--- config.mk ---
export PLATFORM = sky130hd
export DESIGN_NAME = cit_timing
export DESIGN_NICKNAME = d
export VERILOG_FILES = /design/src/hdl/cit_pkg.sv /design/src/hdl/cit_timing.sv
export SDC_FILE = /design/constraint.sdc
export NUM_CORES = 1
export LEC_CHECK = 0
export BUFFER_PORTS_ARGS = -buffer_cell sky130_fd_sc_hd__buf_2
export CAP_MARGIN = 20
export CELL_PAD_IN_SITES_DETAIL_PLACEMENT = 1
export CELL_PAD_IN_SITES_GLOBAL_PLACEMENT = 2
export CORE_MARGIN = 5
export CORE_UTILIZATION = 33
export DETAILED_ROUTE_END_ITERATION = 7
export GPL_ROUTABILITY_DRIVEN = 0
export PLACE_DENSITY = 0.87
export SLEW_MARGIN = 20
export SYNTH_ARGS = -nofsm -noshare
export SYNTH_HDL_FRONTEND = slang
export SYNTH_SLANG_ARGS = --single-unit
--- constraint.sdc ---
create_clock -name CLK_SYS -period 3.51 [get_ports CLK_SYS]
set_input_delay 0.351 -clock CLK_SYS [delete_from_list [all_inputs] [get_ports CLK_SYS]]
set_output_delay 0.351 -clock CLK_SYS [all_outputs]
set_load 0.02 [all_outputs]
--- src/hdl/cit_pkg.sv ---
package cit_pkg;

  // Byte lengths
  localparam logic [1:0] LEN_ONE = 2'h1;
  localparam logic [1:0] LEN_TWO = 2'h2;
  localparam logic [1:0] LEN_THREE = 2'h3;

  // Base cycle counts, one cycle per clock
  localparam logic [2:0] CYC_ONE = 3'h1;
  localparam logic [2:0] CYC_TWO = 3'h2;
  localparam logic [2:0] CYC_THREE = 3'h3;
  localparam logic [2:0] CYC_FOUR = 3'h4;
  localparam logic [2:0] CYC_IRQ_CALL = 3'h3;

  // Wait state field and total cycle width
  localparam int WAIT_W = 4;
  localparam int CYC_W = 5;
  localparam logic [CYC_W-1:0] CYC_RESET = 5'h01;
  localparam logic [15:0] PC_RESET = 16'h0000;

  // Opcode bytes of the covered instructions
  localparam logic [7:0] OP_MOV_DIR_RN = 8'h88;
  localparam logic [7:0] OP_MOV_RN_DIR = 8'ha8;
  localparam logic [7:0] OP_MOV_IND_IMM = 8'h76;
  localparam logic [7:0] OP_MOV_DIR_DIR = 8'h85;
  localparam logic [7:0] OP_MOV_DIR_IMM = 8'h75;
  localparam logic [7:0] OP_MOV_DPTR_IMM = 8'h90;
  localparam logic [7:0] OP_MOVC_DPTR = 8'h93;
  localparam logic [7:0] OP_MOVC_PC = 8'h83;
  localparam logic [7:0] OP_MOVX_RD_RI = 8'he2;
  localparam logic [7:0] OP_MOVX_RD_DPTR = 8'he0;
  localparam logic [7:0] OP_MOVX_WR_RI = 8'hf2;
  localparam logic [7:0] OP_MOVX_WR_DPTR = 8'hf0;
  localparam logic [7:0] OP_PUSH = 8'hc0;
  localparam logic [7:0] OP_POP = 8'hd0;
  localparam logic [7:0] OP_XCH_RN = 8'hc8;
  localparam logic [7:0] OP_XCH_IND = 8'hc6;
  localparam logic [7:0] OP_XCHD_IND = 8'hd6;
  localparam logic [7:0] OP_XCH_DIR = 8'hc5;
  localparam logic [7:0] OP_CLR_C = 8'hc3;
  localparam logic [7:0] OP_CLR_BIT = 8'hc2;
  localparam logic [7:0] OP_SETB_C = 8'hd3;
  localparam logic [7:0] OP_SETB_BIT = 8'hd2;
  localparam logic [7:0] OP_CPL_C = 8'hb3;
  localparam logic [7:0] OP_CPL_BIT = 8'hb2;
  localparam logic [7:0] OP_ANL_C_BIT = 8'h82;
  localparam logic [7:0] OP_ANL_C_NBIT = 8'hb0;
  localparam logic [7:0] OP_ORL_C_BIT = 8'h72;
  localparam logic [7:0] OP_ORL_C_NBIT = 8'ha0;
  localparam logic [7:0] OP_MOV_C_BIT = 8'ha2;
  localparam logic [7:0] OP_MOV_BIT_C = 8'h92;
  localparam logic [7:0] OP_JMP_IND = 8'h73;
  localparam logic [7:0] OP_RET = 8'h22;
  localparam logic [7:0] OP_RETI = 8'h32;
  localparam logic [7:0] OP_SJMP = 8'h80;
  localparam logic [7:0] OP_JC = 8'h40;
  localparam logic [7:0] OP_JNC = 8'h50;
  localparam logic [7:0] OP_JZ = 8'h60;
  localparam logic [7:0] OP_JNZ = 8'h70;
  localparam logic [7:0] OP_DJNZ_RN = 8'hd8;
  localparam logic [7:0] OP_LJMP = 8'h02;
  localparam logic [7:0] OP_LCALL = 8'h12;
  localparam logic [7:0] OP_JB = 8'h20;
  localparam logic [7:0] OP_JNB = 8'h30;
  localparam logic [7:0] OP_JBC = 8'h10;
  localparam logic [7:0] OP_CJNE_DIR = 8'hb5;
  localparam logic [7:0] OP_CJNE_IMM = 8'hb4;
  localparam logic [7:0] OP_CJNE_RN = 8'hb8;
  localparam logic [7:0] OP_CJNE_IND = 8'hb6;
  localparam logic [7:0] OP_DJNZ_DIR = 8'hd5;
  localparam logic [7:0] OP_NOP = 8'h00;

  // Masks for register, indirect and absolute forms
  localparam logic [7:0] MASK_RN = 8'hf8;
  localparam logic [7:0] MASK_RI = 8'hfe;
  localparam logic [7:0] MASK_ABS = 8'h1f;
  localparam logic [7:0] OP_AJMP = 8'h01;
  localparam logic [7:0] OP_ACALL = 8'h11;

  typedef struct packed {
    logic [7:0] opcode;
    logic [15:0] pc;
    logic irq_call;
  } cit_req_type;

  typedef struct packed {
    logic known;
    logic ext_data;
    logic [1:0] length;
    logic [CYC_W-1:0] cycles;
    logic [15:0] next_pc;
  } cit_resp_type;

endpackage : cit_pkg

--- src/hdl/cit_timing.sv ---
// Behaviour
// - Each cycle count equals the same number of core clock periods.
// - External data move with zero wait states takes 4 cycles.
// - With n wait states external data moves take 4+n cycles.
// - Interrupt-inserted long call takes 3 cycles, not 4.
// - The four external data moves are 1 byte, 4 base cycles.
// - Both code table reads are 1 byte, 4 cycles.
// - Register/direct moves and immediate-to-indirect are 2 bytes, 2 cycles.
// - Direct-direct, immediate-direct, data pointer load: 3 bytes, 3 cycles.
// - Push and pop direct are 2 bytes, 2 cycles.
// - Exchanges: register 1/1, indirect 1/2, direct 2/2 bytes/cycles.
// - Carry ops and no-op 1/1; direct bit ops 2/2.
// - Indirect jump 1 byte 3 cycles; returns 1 byte 4 cycles.
// - Absolute, short, carry/zero jumps and register loop: 2 bytes, 3 cycles.
// - Long jump and normal long call: 3 bytes, 4 cycles.
// - Direct bit branches: 3 bytes, 4 cycles.
// - Compare branches and direct loop: 3 bytes, 4 cycles.
`timescale 1ns/1ps
module cit_timing (
  input wire logic CLK_SYS,
  input wire logic RST_N,
  input wire logic REQ_VALID,
  input wire cit_pkg::cit_req_type REQ,
  input wire logic [cit_pkg::WAIT_W-1:0] WAIT_STATES,
  output logic RESP_VALID,
  output cit_pkg::cit_resp_type RESP,
  output logic BUSY
);

  logic [7:0] op;
  logic is_rn;
  logic is_ri;
  logic is_abs;
  logic [1:0] len;
  logic [2:0] base;
  logic known;
  logic ext;
  logic [cit_pkg::CYC_W-1:0] total;
  logic [cit_pkg::CYC_W-1:0] cnt_q;
  logic [cit_pkg::CYC_W-1:0] cnt_d;
  logic resp_valid_q;
  cit_pkg::cit_resp_type resp_q;
  logic take;

  assign op = REQ.opcode;
  assign is_rn = ((op & cit_pkg::MASK_RN) == cit_pkg::OP_MOV_DIR_RN)
    || ((op & cit_pkg::MASK_RN) == cit_pkg::OP_MOV_RN_DIR)
    || ((op & cit_pkg::MASK_RN) == cit_pkg::OP_XCH_RN)
    || ((op & cit_pkg::MASK_RN) == cit_pkg::OP_DJNZ_RN)
    || ((op & cit_pkg::MASK_RN) == cit_pkg::OP_CJNE_RN);
  assign is_ri = ((op & cit_pkg::MASK_RI) == cit_pkg::OP_MOV_IND_IMM)
    || ((op & cit_pkg::MASK_RI) == cit_pkg::OP_XCH_IND)
    || ((op & cit_pkg::MASK_RI) == cit_pkg::OP_XCHD_IND)
    || ((op & cit_pkg::MASK_RI) == cit_pkg::OP_CJNE_IND)
    || ((op & cit_pkg::MASK_RI) == cit_pkg::OP_MOVX_RD_RI)
    || ((op & cit_pkg::MASK_RI) == cit_pkg::OP_MOVX_WR_RI);
  assign is_abs = ((op & cit_pkg::MASK_ABS) == cit_pkg::OP_AJMP)
    || ((op & cit_pkg::MASK_ABS) == cit_pkg::OP_ACALL);

  // Register and indirect forms collapse to their base opcode first
  logic [7:0] key;
  assign key = is_rn ? (op & cit_pkg::MASK_RN)
    : is_ri ? (op & cit_pkg::MASK_RI)
    : is_abs ? (op & cit_pkg::MASK_ABS)
    : op;

  always_comb
  begin
    len = cit_pkg::LEN_ONE;
    base = cit_pkg::CYC_ONE;
    known = 1'b1;
    ext = 1'b0;
    unique case (key)
      cit_pkg::OP_MOV_DIR_RN, cit_pkg::OP_MOV_RN_DIR, cit_pkg::OP_MOV_IND_IMM:
      begin
        len = cit_pkg::LEN_TWO;
        base = cit_pkg::CYC_TWO;
      end
      cit_pkg::OP_MOV_DIR_DIR, cit_pkg::OP_MOV_DIR_IMM, cit_pkg::OP_MOV_DPTR_IMM:
      begin
        len = cit_pkg::LEN_THREE;
        base = cit_pkg::CYC_THREE;
      end
      cit_pkg::OP_MOVC_DPTR, cit_pkg::OP_MOVC_PC:
      begin
        base = cit_pkg::CYC_FOUR;
      end
      cit_pkg::OP_MOVX_RD_RI, cit_pkg::OP_MOVX_RD_DPTR,
      cit_pkg::OP_MOVX_WR_RI, cit_pkg::OP_MOVX_WR_DPTR:
      begin
        base = cit_pkg::CYC_FOUR;
        ext = 1'b1;
      end
      cit_pkg::OP_PUSH, cit_pkg::OP_POP:
      begin
        len = cit_pkg::LEN_TWO;
        base = cit_pkg::CYC_TWO;
      end
      cit_pkg::OP_XCH_RN:
      begin
        base = cit_pkg::CYC_ONE;
      end
      cit_pkg::OP_XCH_IND, cit_pkg::OP_XCHD_IND:
      begin
        base = cit_pkg::CYC_TWO;
      end
      cit_pkg::OP_XCH_DIR:
      begin
        len = cit_pkg::LEN_TWO;
        base = cit_pkg::CYC_TWO;
      end
      cit_pkg::OP_CLR_C, cit_pkg::OP_SETB_C, cit_pkg::OP_CPL_C, cit_pkg::OP_NOP:
      begin
        base = cit_pkg::CYC_ONE;
      end
      cit_pkg::OP_CLR_BIT, cit_pkg::OP_SETB_BIT, cit_pkg::OP_CPL_BIT,
      cit_pkg::OP_ANL_C_BIT, cit_pkg::OP_ANL_C_NBIT, cit_pkg::OP_ORL_C_BIT,
      cit_pkg::OP_ORL_C_NBIT, cit_pkg::OP_MOV_C_BIT, cit_pkg::OP_MOV_BIT_C:
      begin
        len = cit_pkg::LEN_TWO;
        base = cit_pkg::CYC_TWO;
      end
      cit_pkg::OP_JMP_IND:
      begin
        base = cit_pkg::CYC_THREE;
      end
      cit_pkg::OP_RET, cit_pkg::OP_RETI:
      begin
        base = cit_pkg::CYC_FOUR;
      end
      cit_pkg::OP_AJMP, cit_pkg::OP_ACALL, cit_pkg::OP_SJMP, cit_pkg::OP_JC,
      cit_pkg::OP_JNC, cit_pkg::OP_JZ, cit_pkg::OP_JNZ, cit_pkg::OP_DJNZ_RN:
      begin
        len = cit_pkg::LEN_TWO;
        base = cit_pkg::CYC_THREE;
      end
      cit_pkg::OP_LJMP:
      begin
        len = cit_pkg::LEN_THREE;
        base = cit_pkg::CYC_FOUR;
      end
      // Vectored long call is one cycle shorter
      cit_pkg::OP_LCALL:
      begin
        len = cit_pkg::LEN_THREE;
        base = REQ.irq_call ? cit_pkg::CYC_IRQ_CALL : cit_pkg::CYC_FOUR;
      end
      cit_pkg::OP_JB, cit_pkg::OP_JNB, cit_pkg::OP_JBC, cit_pkg::OP_CJNE_DIR,
      cit_pkg::OP_CJNE_IMM, cit_pkg::OP_CJNE_RN, cit_pkg::OP_CJNE_IND,
      cit_pkg::OP_DJNZ_DIR:
      begin
        len = cit_pkg::LEN_THREE;
        base = cit_pkg::CYC_FOUR;
      end
      // Opcodes outside this table: flagged, timed as one byte, one cycle
      default:
      begin
        known = 1'b0;
      end
    endcase
  end

  // Wait states stretch only external data moves
  assign total = ext ? (cit_pkg::CYC_W'(base) + cit_pkg::CYC_W'(WAIT_STATES))
    : cit_pkg::CYC_W'(base);

  assign BUSY = (cnt_q != '0);
  assign take = REQ_VALID && !BUSY;

  // Answer after exactly the counted clocks
  assign cnt_d = take ? (total - cit_pkg::CYC_W'(1))
    : (BUSY ? cnt_q - cit_pkg::CYC_W'(1) : cnt_q);

  cit_pkg::cit_resp_type resp_d;
  always_comb
  begin
    resp_d.known = known;
    resp_d.ext_data = ext;
    resp_d.length = len;
    resp_d.cycles = total;
    resp_d.next_pc = REQ.pc + 16'(len);
  end

  always_ff @(posedge CLK_SYS or negedge RST_N)
  begin
    if (!RST_N)
    begin
      cnt_q <= '0;
      resp_valid_q <= 1'b0;
      resp_q <= '0;
    end
    else
    begin
      cnt_q <= cnt_d;
      resp_valid_q <= (take && total == cit_pkg::CYC_W'(1))
        || (cnt_q == cit_pkg::CYC_W'(1));
      if (take)
        resp_q <= resp_d;
    end
  end

  assign RESP_VALID = resp_valid_q;
  assign RESP = resp_q;

endmodule : cit_timing

==> flow_summary.json, run 1 <==
{
  "status": "completed",
  "antenna_cells": 0,
  "fp.dieH_um": 93.2,
  "portBuffers": 58,
  "yosys_warnings": 0,
  "grt_usage_pct": 14.7,
  "row_count": 30,
  "initial_utilization_pct": 33.8,
  "power_frac_seq_pct": 35.4,
  "ctsResizeCount": 0,
  "worst-slew-pin-transition_ns": 0.687,
  "vias_per_cell": 5.18,
  "yosys_register_bits": 31,
  "p_int_mw": 1.01,
  "drc": 0,
  "critPathLaunchType": "input port",
  "rsz0062_at_grt": "false",
  "p_switching_uw": 660,
  "grt_pass1_vias": 2211,
  "r2r_start": "cnt_q[2]",
  "synth_area_leader_cell": "dfrtp_1",
  "finalWirelength_mm": 6.25,
  "final_nets": 368,
  "leakage_nw": 1.33,
  "core-area_um2": 6760,
  "power_density_nw_per_um2": 593,
  "switching_share_pct": 39.5,
  "grt_max_degree": 47,
  "cts.clk_slew.worst_paths_ns": 0.07,
  "setup_viol": 0,
  "synth_area_per_cell_um2": 8.71,
  "fin_crit_sh_pct": 90.9,
  "mappedNetlistArea_um2": 2280,
  "synth_cells": 262,
  "max_slew_margin_pct": 54.2,
  "ioPinCount": 59,
  "antenna_found_initial": 0,
  "grt_pass1_wl_mm": 10.3,
  "cp-end-kind": "flop",
  "synth_top_area_share_pct": 34.0,
  "regArea_um2": 776,
  "ys.flop_type": "dfrtp_1",
  "maxSlewViolCount": 0,
  "critPathKind": "in -> reg",
  "cts_buffers": 5,
  "cts-root-buf": "clkbuf_8",
  "yosysUniqueCellTypes": 51,
  "syn_nets": 305,
  "pwr-share-clk_pct": 21.7,
  "cts_hold_buf": 0,
  "hold_violations": 0,
  "hold_class": "in -> async",
  "clk_latency_ns": 0.28,
  "areaGrowthSynthToFinish_pct": 23.4,
  "yosysSeqAreaShare_pct": 34.0,
  "drtIter0Drc": 39,
  "drv_cap": 0,
  "cts_tree": "done",
  "p_comb_share_pct": 42.9,
  "crit_fanout": 13,
  "multiInputGateArea_um2": 1400,
  "fillers": 835,
  "finalCoreUtilization_pct": 41.7,
  "via_count": 2104,
  "fin_skew_ns": 0.00335,
  "required_ns": 3.66,
  "vdd_ir_drop_max_uv": 216,
  "clock.fmax_ghz": 0.313,
  "drtPass1Iterations": 4,
  "min_period_ns": 3.19,
  "cts-htree-levels": 2,
  "async_flop_share_pct": 100,
  "worstPathArrival_ns": 3.34,
  "wire_per_inst_um": 15.4,
  "dpl.hpwl_mm": 4.95,
  "crit_start": "REQ[20]",
  "synth-edff-count": 0,
  "cts.sinks": 31,
  "synthTopCellsByArea": "dfrtp_1 34%, nand2_1 6.9%, o21ai_0 5.3%",
  "clockBufferDepth": 2,
  "drive_gt1_share_pct": 30.4,
  "postRouteAntennaNets": 0,
  "design.die.area_um2": 8680,
  "gr-total-overflow": 0,
  "post_cts_buffers": 0,
  "setup-tns-final_ns": 0,
  "die_x_um": 93.2
}
[layout make-up]
type / count / share of cell area (%)
multi-input combinational: 207 / 49.7
sequential: 31 / 27.6
timing repair buffer: 71 / 13.8
tap: 80 / 3.56
clock buffer: 6 / 2.93
clock inverter: 2 / 1.24
inverter: 9 / 1.20
[final timing paths]
check | to | slack (ns) | cells past startpoint
worst max-delay path | cnt_q[4] | 0.32 | 14
worst min-delay path | cnt_q[0] | 0.11 | 1
worst max register to register | RESP[24] | 1.44 | 7
worst min register to register | RESP[8] | 0.48 | 2
max in group asynchronous | RESP[1] | 2.95 | 1
min in group CLK_SYS | RESP[10] | 0.37 | 3
[layer usage]
layer,up-vias,global-route usage (%),wire (µm)
met1,1015,17.7,2790
met4,0,3.05,57
met5,-,0,0
met2,33,26.9,3190
li1,1052,-,-
met3,4,2.82,218
[cell families after synthesis]
group / after synthesis / synth area share [%]
xor gates and xnor gates: 20 / 7.68
buffers and inverters: 24 / 4.66
AOI/OAI and AO/OA: 61 / 18.8
muxes: 7 / 3.95
and+or+nand+nor: 108 / 24.2
DFF: 31 / 34.0
adders and majority gates: 11 / 6.69
[state kept, by name, summed over array words and instances, names as in the netlist]
name	count
RESP	25
RESP_VALID	1
cnt_q	5
[Yosys cell counts (4+ instances only)]
library cell / count
a21o_1: 4
a21oi_1: 7
a31oi_1: 6
and3_1: 6
buf_2: 7
clkbuf_1: 7
dfrtp_1: 31
ha_1: 9
inv_1: 9
mux2_2: 6
nand2_1: 42
nand3_1: 10
nor2_1: 15
nor2b_1: 5
nor3_1: 7
nor4b_1: 6
o21ai_0: 24
xnor2_1: 13
xor2_1: 7
[per-stage QoR]
stage	cell area (µm²)	hold slack, ns	total power [mW]	cells	setup slack [ns]
6_report	2820	0.112	1.67	406	0.318
5_1_grt	2820	0.177	1.80	406	0.0364
4_1_cts	2820	0.132	1.70	406	0.284
3_5_place_dp	2700	0.438	1.33	398	-0.0131
3_3_place_gp	2700	0.445	1.30	398	0.111
2_1_floorplan	2280	0.0554	1.07	262	0.329
[power by group through the flow]
stage	clock network (mW)	registers (mW)	logic [mW]
2_1_floorplan	0	0.733	0.335
3_3_place_gp	0	0.594	0.708
3_5_place_dp	0	0.600	0.726
4_1_cts	0.372	0.594	0.731
5_1_grt	0.384	0.614	0.798
6_report	0.361	0.591	0.716
[critical path, cell delays in order]
cell     delay [ns]
buf_2          0.20
nor4b_1        0.08
buf_4          0.15
a32o_1         0.26
a22oi_2        0.23
nand3_1        0.15
o31ai_2        0.40
ha_1           0.26
fa_1           0.43
a21oi_2        0.17
ha_1           0.20
nor3b_1        0.24
xnor2_1        0.15
o21ai_1        0.07
[cell usage in the layout (no fill, tap or decap), drive strengths merged, types with 2 or more instances in the layout]
| cell | instances |
|---|---|
| a211oi | 2 |
| a32o | 2 |
| nor3b | 2 |
| a21oi | 9 |
| nor3 | 7 |
| a31oi | 8 |
| o31ai | 2 |
| nor4b | 6 |
| nor2 | 16 |
| mux2 | 6 |
| xor2 | 7 |
| buf | 71 |
| nand2 | 42 |
| a21o | 4 |
| xnor2 | 13 |
| and2 | 2 |
| nand4 | 2 |
| fa | 2 |
| nor4 | 3 |
| nand3 | 10 |
| clkbuf | 6 |
| nor2b | 5 |
| nand3b | 2 |
| inv | 9 |
| ha | 9 |
| dfrtp | 31 |
| and3 | 6 |
| o21ai | 25 |
Power figures use the tool's default switching activity.
==> run 2, diff against run 1 <==
clock period = 4.1 ns   (was 3.51 ns; I/O delays follow)
==> run 2 against run 1 <==
Net effect: total power down 15%; global-route usage shrank 0.20 points; critical path depth down 1; flip-flop and latch count unchanged; highest routed layer unchanged; cell count is 3.0% lower.
==> flow_summary.json, run 2 (synthesis gave the netlist of run 1 again) <==
{
  "status": "completed",
  "postRouteAntennaNets": 0,
  "drc": 0,
  "grt_max_degree": 47,
  "clk_latency_ns": 0.27,
  "critPathLaunchType": "input port",
  "dpl.hpwl_mm": 4.72,
  "setup_viol": 0,
  "reg2regPathDepth": 7,
  "power_density_nw_per_um2": 522,
  "cts.sinks": 31,
  "areaGrowthSynthToFinish_pct": 19.4,
  "ioPinCount": 59,
  "worst-slew-pin-transition_ns": 0.725,
  "fin_skew_ns": 0.00434,
  "worst_path_max_delay_cell": "fa_1",
  "drtPass1Iterations": 4,
  "setup-tns-final_ns": 0,
  "finalWirelength_mm": 6.04,
  "pwr-share-clk_pct": 21.9,
  "clock.fmax_ghz": 0.294,
  "final_nets": 356,
  "grt_pass1_wl_mm": 10.1,
  "critPathKind": "in -> reg",
  "r2r_end": "RESP[24]",
  "switching_share_pct": 39.7,
  "layout_common_cells": "58 x buf_2, 42 x nand2_1, 31 x dfrtp_1",
  "cts_tree": "done",
  "p_comb_share_pct": 42.6,
  "post_cts_buffers": 0,
  "ctsResizeCount": 0,
  "max_slew_margin_pct": 51.0,
  "drive_gt1_share_pct": 27.7,
  "required_ns": 4.25,
  "via_count": 2046,
  "p_int_uw": 858,
  "worstPathArrival_ns": 3.55,
  "drtIter0Drc": 52,
  "die_x_um": 93.2,
  "row_count": 30,
  "largest_register_ffs": 25,
  "worstSetupEndpoint": "cnt_q[4]",
  "gr-total-overflow": 0,
  "crit_start": "REQ[24]",
  "drv_cap": 0,
  "cp_common_cell": "ha_1",
  "power_frac_seq_pct": 35.6,
  "cts_buffers": 5,
  "antenna_found_initial": 0,
  "maxSlewViolCount": 0,
  "setup_ws_ns": 0.699,
  "cts-root-buf": "clkbuf_8",
  "vias_per_cell": 5.19,
  "cp-end-kind": "flop",
  "vdd_ir_drop_max_uv": 189,
  "min_period_ns": 3.40,
  "design.die.area_um2": 8680,
  "cts.clk_slew.worst_paths_ns": 0.06,
  "crit_chain": "buf_2 > nor2b_1 > a32o_1 > a22oi_2 > nand3_1 > o31ai_2 > ha_1 > fa_1 > a21oi_2 > ha_1 > nor3b_1 > xnor2_1 > o21ai_1",
  "fp.dieH_um": 93.2,
  "initial_utilization_pct": 33.8,
  "grt_usage_pct": 14.5,
  "portBuffers": 58,
  "grt_pass1_vias": 2104,
  "crit_fanout": 20,
  "place_ws_ns": 0.406,
  "fin_crit_sh_pct": 82.9,
  "antenna_cells": 0,
  "hold_class": "in -> async",
  "slowest_delay_ns": 0.44,
  "final_common_cell": "buf_2",
  "leakage_nw": 1.27,
  "r2r_slack_ns": 1.97,
  "rsz0062_at_grt": "false",
  "cts_hold_buf": 0,
  "r2r_start": "cnt_q[2]",
  "cts-htree-levels": 2,
  "hold_violations": 0,
  "wire_per_inst_um": 15.3,
  "p_switching_uw": 564,
  "clockBufferDepth": 2,
  "core-area_um2": 6760
}
[run 2: power by group through the flow]
stage / registers [mW] / logic [mW] / clock network, mW
4_1_cts: 0.508 / 0.617 / 0.323
3_5_place_dp: 0.514 / 0.614 / 0
6_report: 0.506 / 0.605 / 0.311
5_1_grt: 0.522 / 0.681 / 0.339
2_1_floorplan: 0.627 / 0.287 / 0
3_3_place_gp: 0.509 / 0.599 / 0
[run 2: worst min path at each step]
stage / from / endpoint / slack (ns) / depth (start not counted)
6_report: RST_N / cnt_q[4] / 0.18 / 1
3_3_place_gp: RESP[8] / RESP[8] / 0.46 / 2
3_5_place_dp: RESP[15] / RESP[15] / 0.47 / 2
5_1_grt: RST_N / RESP[14] / 0.23 / 1
4_1_cts: RST_N / cnt_q[0] / 0.20 / 1
2_1_floorplan: RST_N / RESP[0] / 0.11 / 0
[run 2: per-layer routing]
layer  part of all wire, %  global-route usage [%]
met5                     0                       0
met4                  0.91                    2.93
met3                   3.2                    3.22
met2                    49                    24.1
met1                    47                    19.3
[run 2: metrics by stage]
stage	hold slack, ns	cell area, µm²	cells	power, mW	util (%)
final	0.185	2730	394	1.42	40.3
after global routing	0.234	2730	394	1.54	40.3
after CTS	0.201	2730	394	1.45	40.3
after detailed placement	0.467	2610	386	1.13	38.6
after global placement	0.458	2610	386	1.11	38.6
after floorplan	0.114	2280	262	0.914	-
[run 2: area by class of cell]
type / instances / area [µm²]
tap: 80 / 100
clock inverter: 2 / 35.0
fill: 835 / 4030
clock buffer: 6 / 82.6
sequential: 31 / 776
timing repair buffer: 59 / 298
multi-input combinational: 207 / 1400
inverter: 9 / 33.8
[run 2: worst max-delay path, delay by kind of cell]
kind                     cells  cell delay (ns)
AO/OA/AOI/OAI                5             1.23
adder cells (fa/ha/maj)      3             0.93
AND/OR/NAND/NOR              3             0.54
buffers and inverters        1             0.29
XOR/XNOR                     1             0.15
==> run 3, diff against run 2 <==
CORE_UTILIZATION = 28   (was 33)
PLACE_DENSITY = 0.79   (was 0.87)
clock period = 2.9 ns   (was 4.1 ns; I/O delays follow)
==> run 3 against run 2 <==
Net effect: the run now ends with negative setup slack left; clock-buffer cell count unchanged; clock skew about the same; cell count is 22% higher; setup slack worse by 0.73 ns; highest routed layer unchanged; final area up 26%.
==> flow_summary.json, run 3 (synthesis gave the netlist of run 1 again) <==
{
  "status": "complete, but fails checks",
  "violations": "negative setup slack",
  "drtIter0Drc": 50,
  "multiInputGateArea_um2": 1590,
  "crit_fanout": 7,
  "finalWirelength_mm": 7.14,
  "fin_skew_ns": 0.00428,
  "drv_cap": 0,
  "initial_utilization_pct": 28.2,
  "required_ns": 3.06,
  "layout_common_cells": "61 x buf_4, 54 x buf_2, 39 x nand2_1",
  "regArea_um2": 776,
  "p_int_mw": 1.29,
  "pwr-share-clk_pct": 21.0,
  "final_common_cell": "buf_4",
  "grt_pass1_vias": 2414,
  "drc": 0,
  "fin_hold_ws_ns": 0.0639,
  "postRouteAntennaNets": 0,
  "hold_class": "in -> async",
  "final_nets": 417,
  "setup_viol": 3,
  "min_period_ns": 2.93,
  "r2r_slack_ns": 0.81,
  "setup_ws_ns": -0.0293,
  "areaGrowthSynthToFinish_pct": 50.3,
  "vdd_ir_drop_max_uv": 240,
  "power_density_nw_per_um2": 623,
  "grt_pass1_wl_mm": 11.4,
  "worst-slew-pin-transition_ns": 0.715,
  "cts-root-buf": "clkbuf_8",
  "p_switching_uw": 848,
  "grt_usage_pct": 14.0,
  "fp.dieH_um": 100,
  "antenna_found_initial": 0,
  "reg2regPathDepth": 7,
  "hold_violations": 0,
  "switching_share_pct": 39.7,
  "dpl.hpwl_mm": 5.50,
  "total_power_mw": 2.14,
  "max_slew_margin_pct": 52.3,
  "cts-htree-levels": 2,
  "design.die.area_um2": 10100,
  "fin_area_um2": 3430,
  "cts.sinks": 31,
  "fillers": 984,
  "cts_tree": "done",
  "via_count": 2318,
  "critPathKind": "in -> reg",
  "die_x_um": 100,
  "clockBufferDepth": 2,
  "row_count": 33,
  "wire_per_inst_um": 14.9,
  "cts_hold_buf": 0,
  "gr-total-overflow": 0,
  "leakage_nw": 1.62,
  "critPathLaunchType": "input port",
  "vias_per_cell": 4.83,
  "power_frac_seq_pct": 33.4,
  "antenna_cells": 0,
  "drtPass1Iterations": 4,
  "cts.clk_slew.worst_paths_ns": 0.07,
  "largest_register_ffs": 25,
  "finalCoreUtilization_pct": 42.4,
  "drive_gt1_share_pct": 45.9,
  "ioPinCount": 59,
  "fin_crit_sh_pct": 101,
  "core-area_um2": 8090,
  "p_comb_share_pct": 45.6,
  "r2r_end": "RESP[24]",
  "maxSlewViolCount": 0,
  "portBuffers": 58,
  "worstPathArrival_ns": 3.09,
  "cts_buffers": 5,
  "clk_latency_ns": 0.28,
  "place_area_um2": 3120,
  "grt_max_degree": 47,
  "r2r_start": "cnt_q[3]",
  "rsz0062_at_grt": "true",
  "cp-end-kind": "flop",
  "clock.fmax_ghz": 0.341
}
## run 3: how the worst max path moves through the flow
stage | from | endpoint | slack, ns
6_report | REQ[18] | cnt_q[1] | -0.03
5_1_grt | REQ[18] | cnt_q[2] | -0.13
4_1_cts | REQ[20] | cnt_q[2] | 0.02
3_5_place_dp | REQ[18] | cnt_q[4] | -0.35
3_3_place_gp | REQ[18] | cnt_q[4] | -0.26
2_1_floorplan | REQ[19] | cnt_q[4] | -0.12
## run 3: worst max-delay path, stage by stage
cell      delay [ns]
buf_8           0.11
or4_4           0.55
nor2_4          0.17
a31oi_4         0.06
o311ai_4        0.34
o31ai_4         0.11
ha_2            0.21
fa_2            0.47
a21oi_4         0.21
buf_4           0.14
ha_4            0.19
a211oi_2        0.17
a21oi_1         0.06
## run 3: through the flow
stage	std cells	TNS, ns	setup slack [ns]
global route	480	-0.533	-0.130
detailed placement	463	-5.31	-0.351
CTS	474	0	0.0174
floorplan	262	-0.214	-0.121
global placement	463	-3.58	-0.260
finish	480	-0.0483	-0.0293
## run 3: final cells by class
type | instances | share of cell area [%]
Multi-Input combinational cell | 207 | 46.3
Sequential cell | 31 | 22.6
Clock inverter | 2 | 1.02
Tap cell | 105 | 3.83
Timing Repair Buffer | 120 | 22.9
Clock buffer | 6 | 2.41
Inverter | 9 | 0.985
## run 3: power groups by stage
| stage | clock network, mW | logic (mW) | registers (mW) |
|---|---|---|---|
| 2_1_floorplan | 0 | 0.427 | 0.887 |
| 3_3_place_gp | 0 | 0.928 | 0.720 |
| 3_5_place_dp | 0 | 0.949 | 0.726 |
| 4_1_cts | 0.463 | 0.958 | 0.718 |
| 5_1_grt | 0.484 | 1.08 | 0.740 |
| 6_report | 0.449 | 0.974 | 0.715 |
## run 3: timing repair
action,in CTS,in global routing
pin swaps,8,22
setup buffers,3,7
gates resized for setup,2,30
endpoints found under the setup margin,8,18
## run 3: metal layers
metal	global-route usage [%]	share of wire (%)	vias to the layer above
met5	0	0	-
met4	2.80	0.90	0
met3	2.50	3.1	4
met2	24.6	52	33
met1	17.9	44	1129
li1	-	-	1152
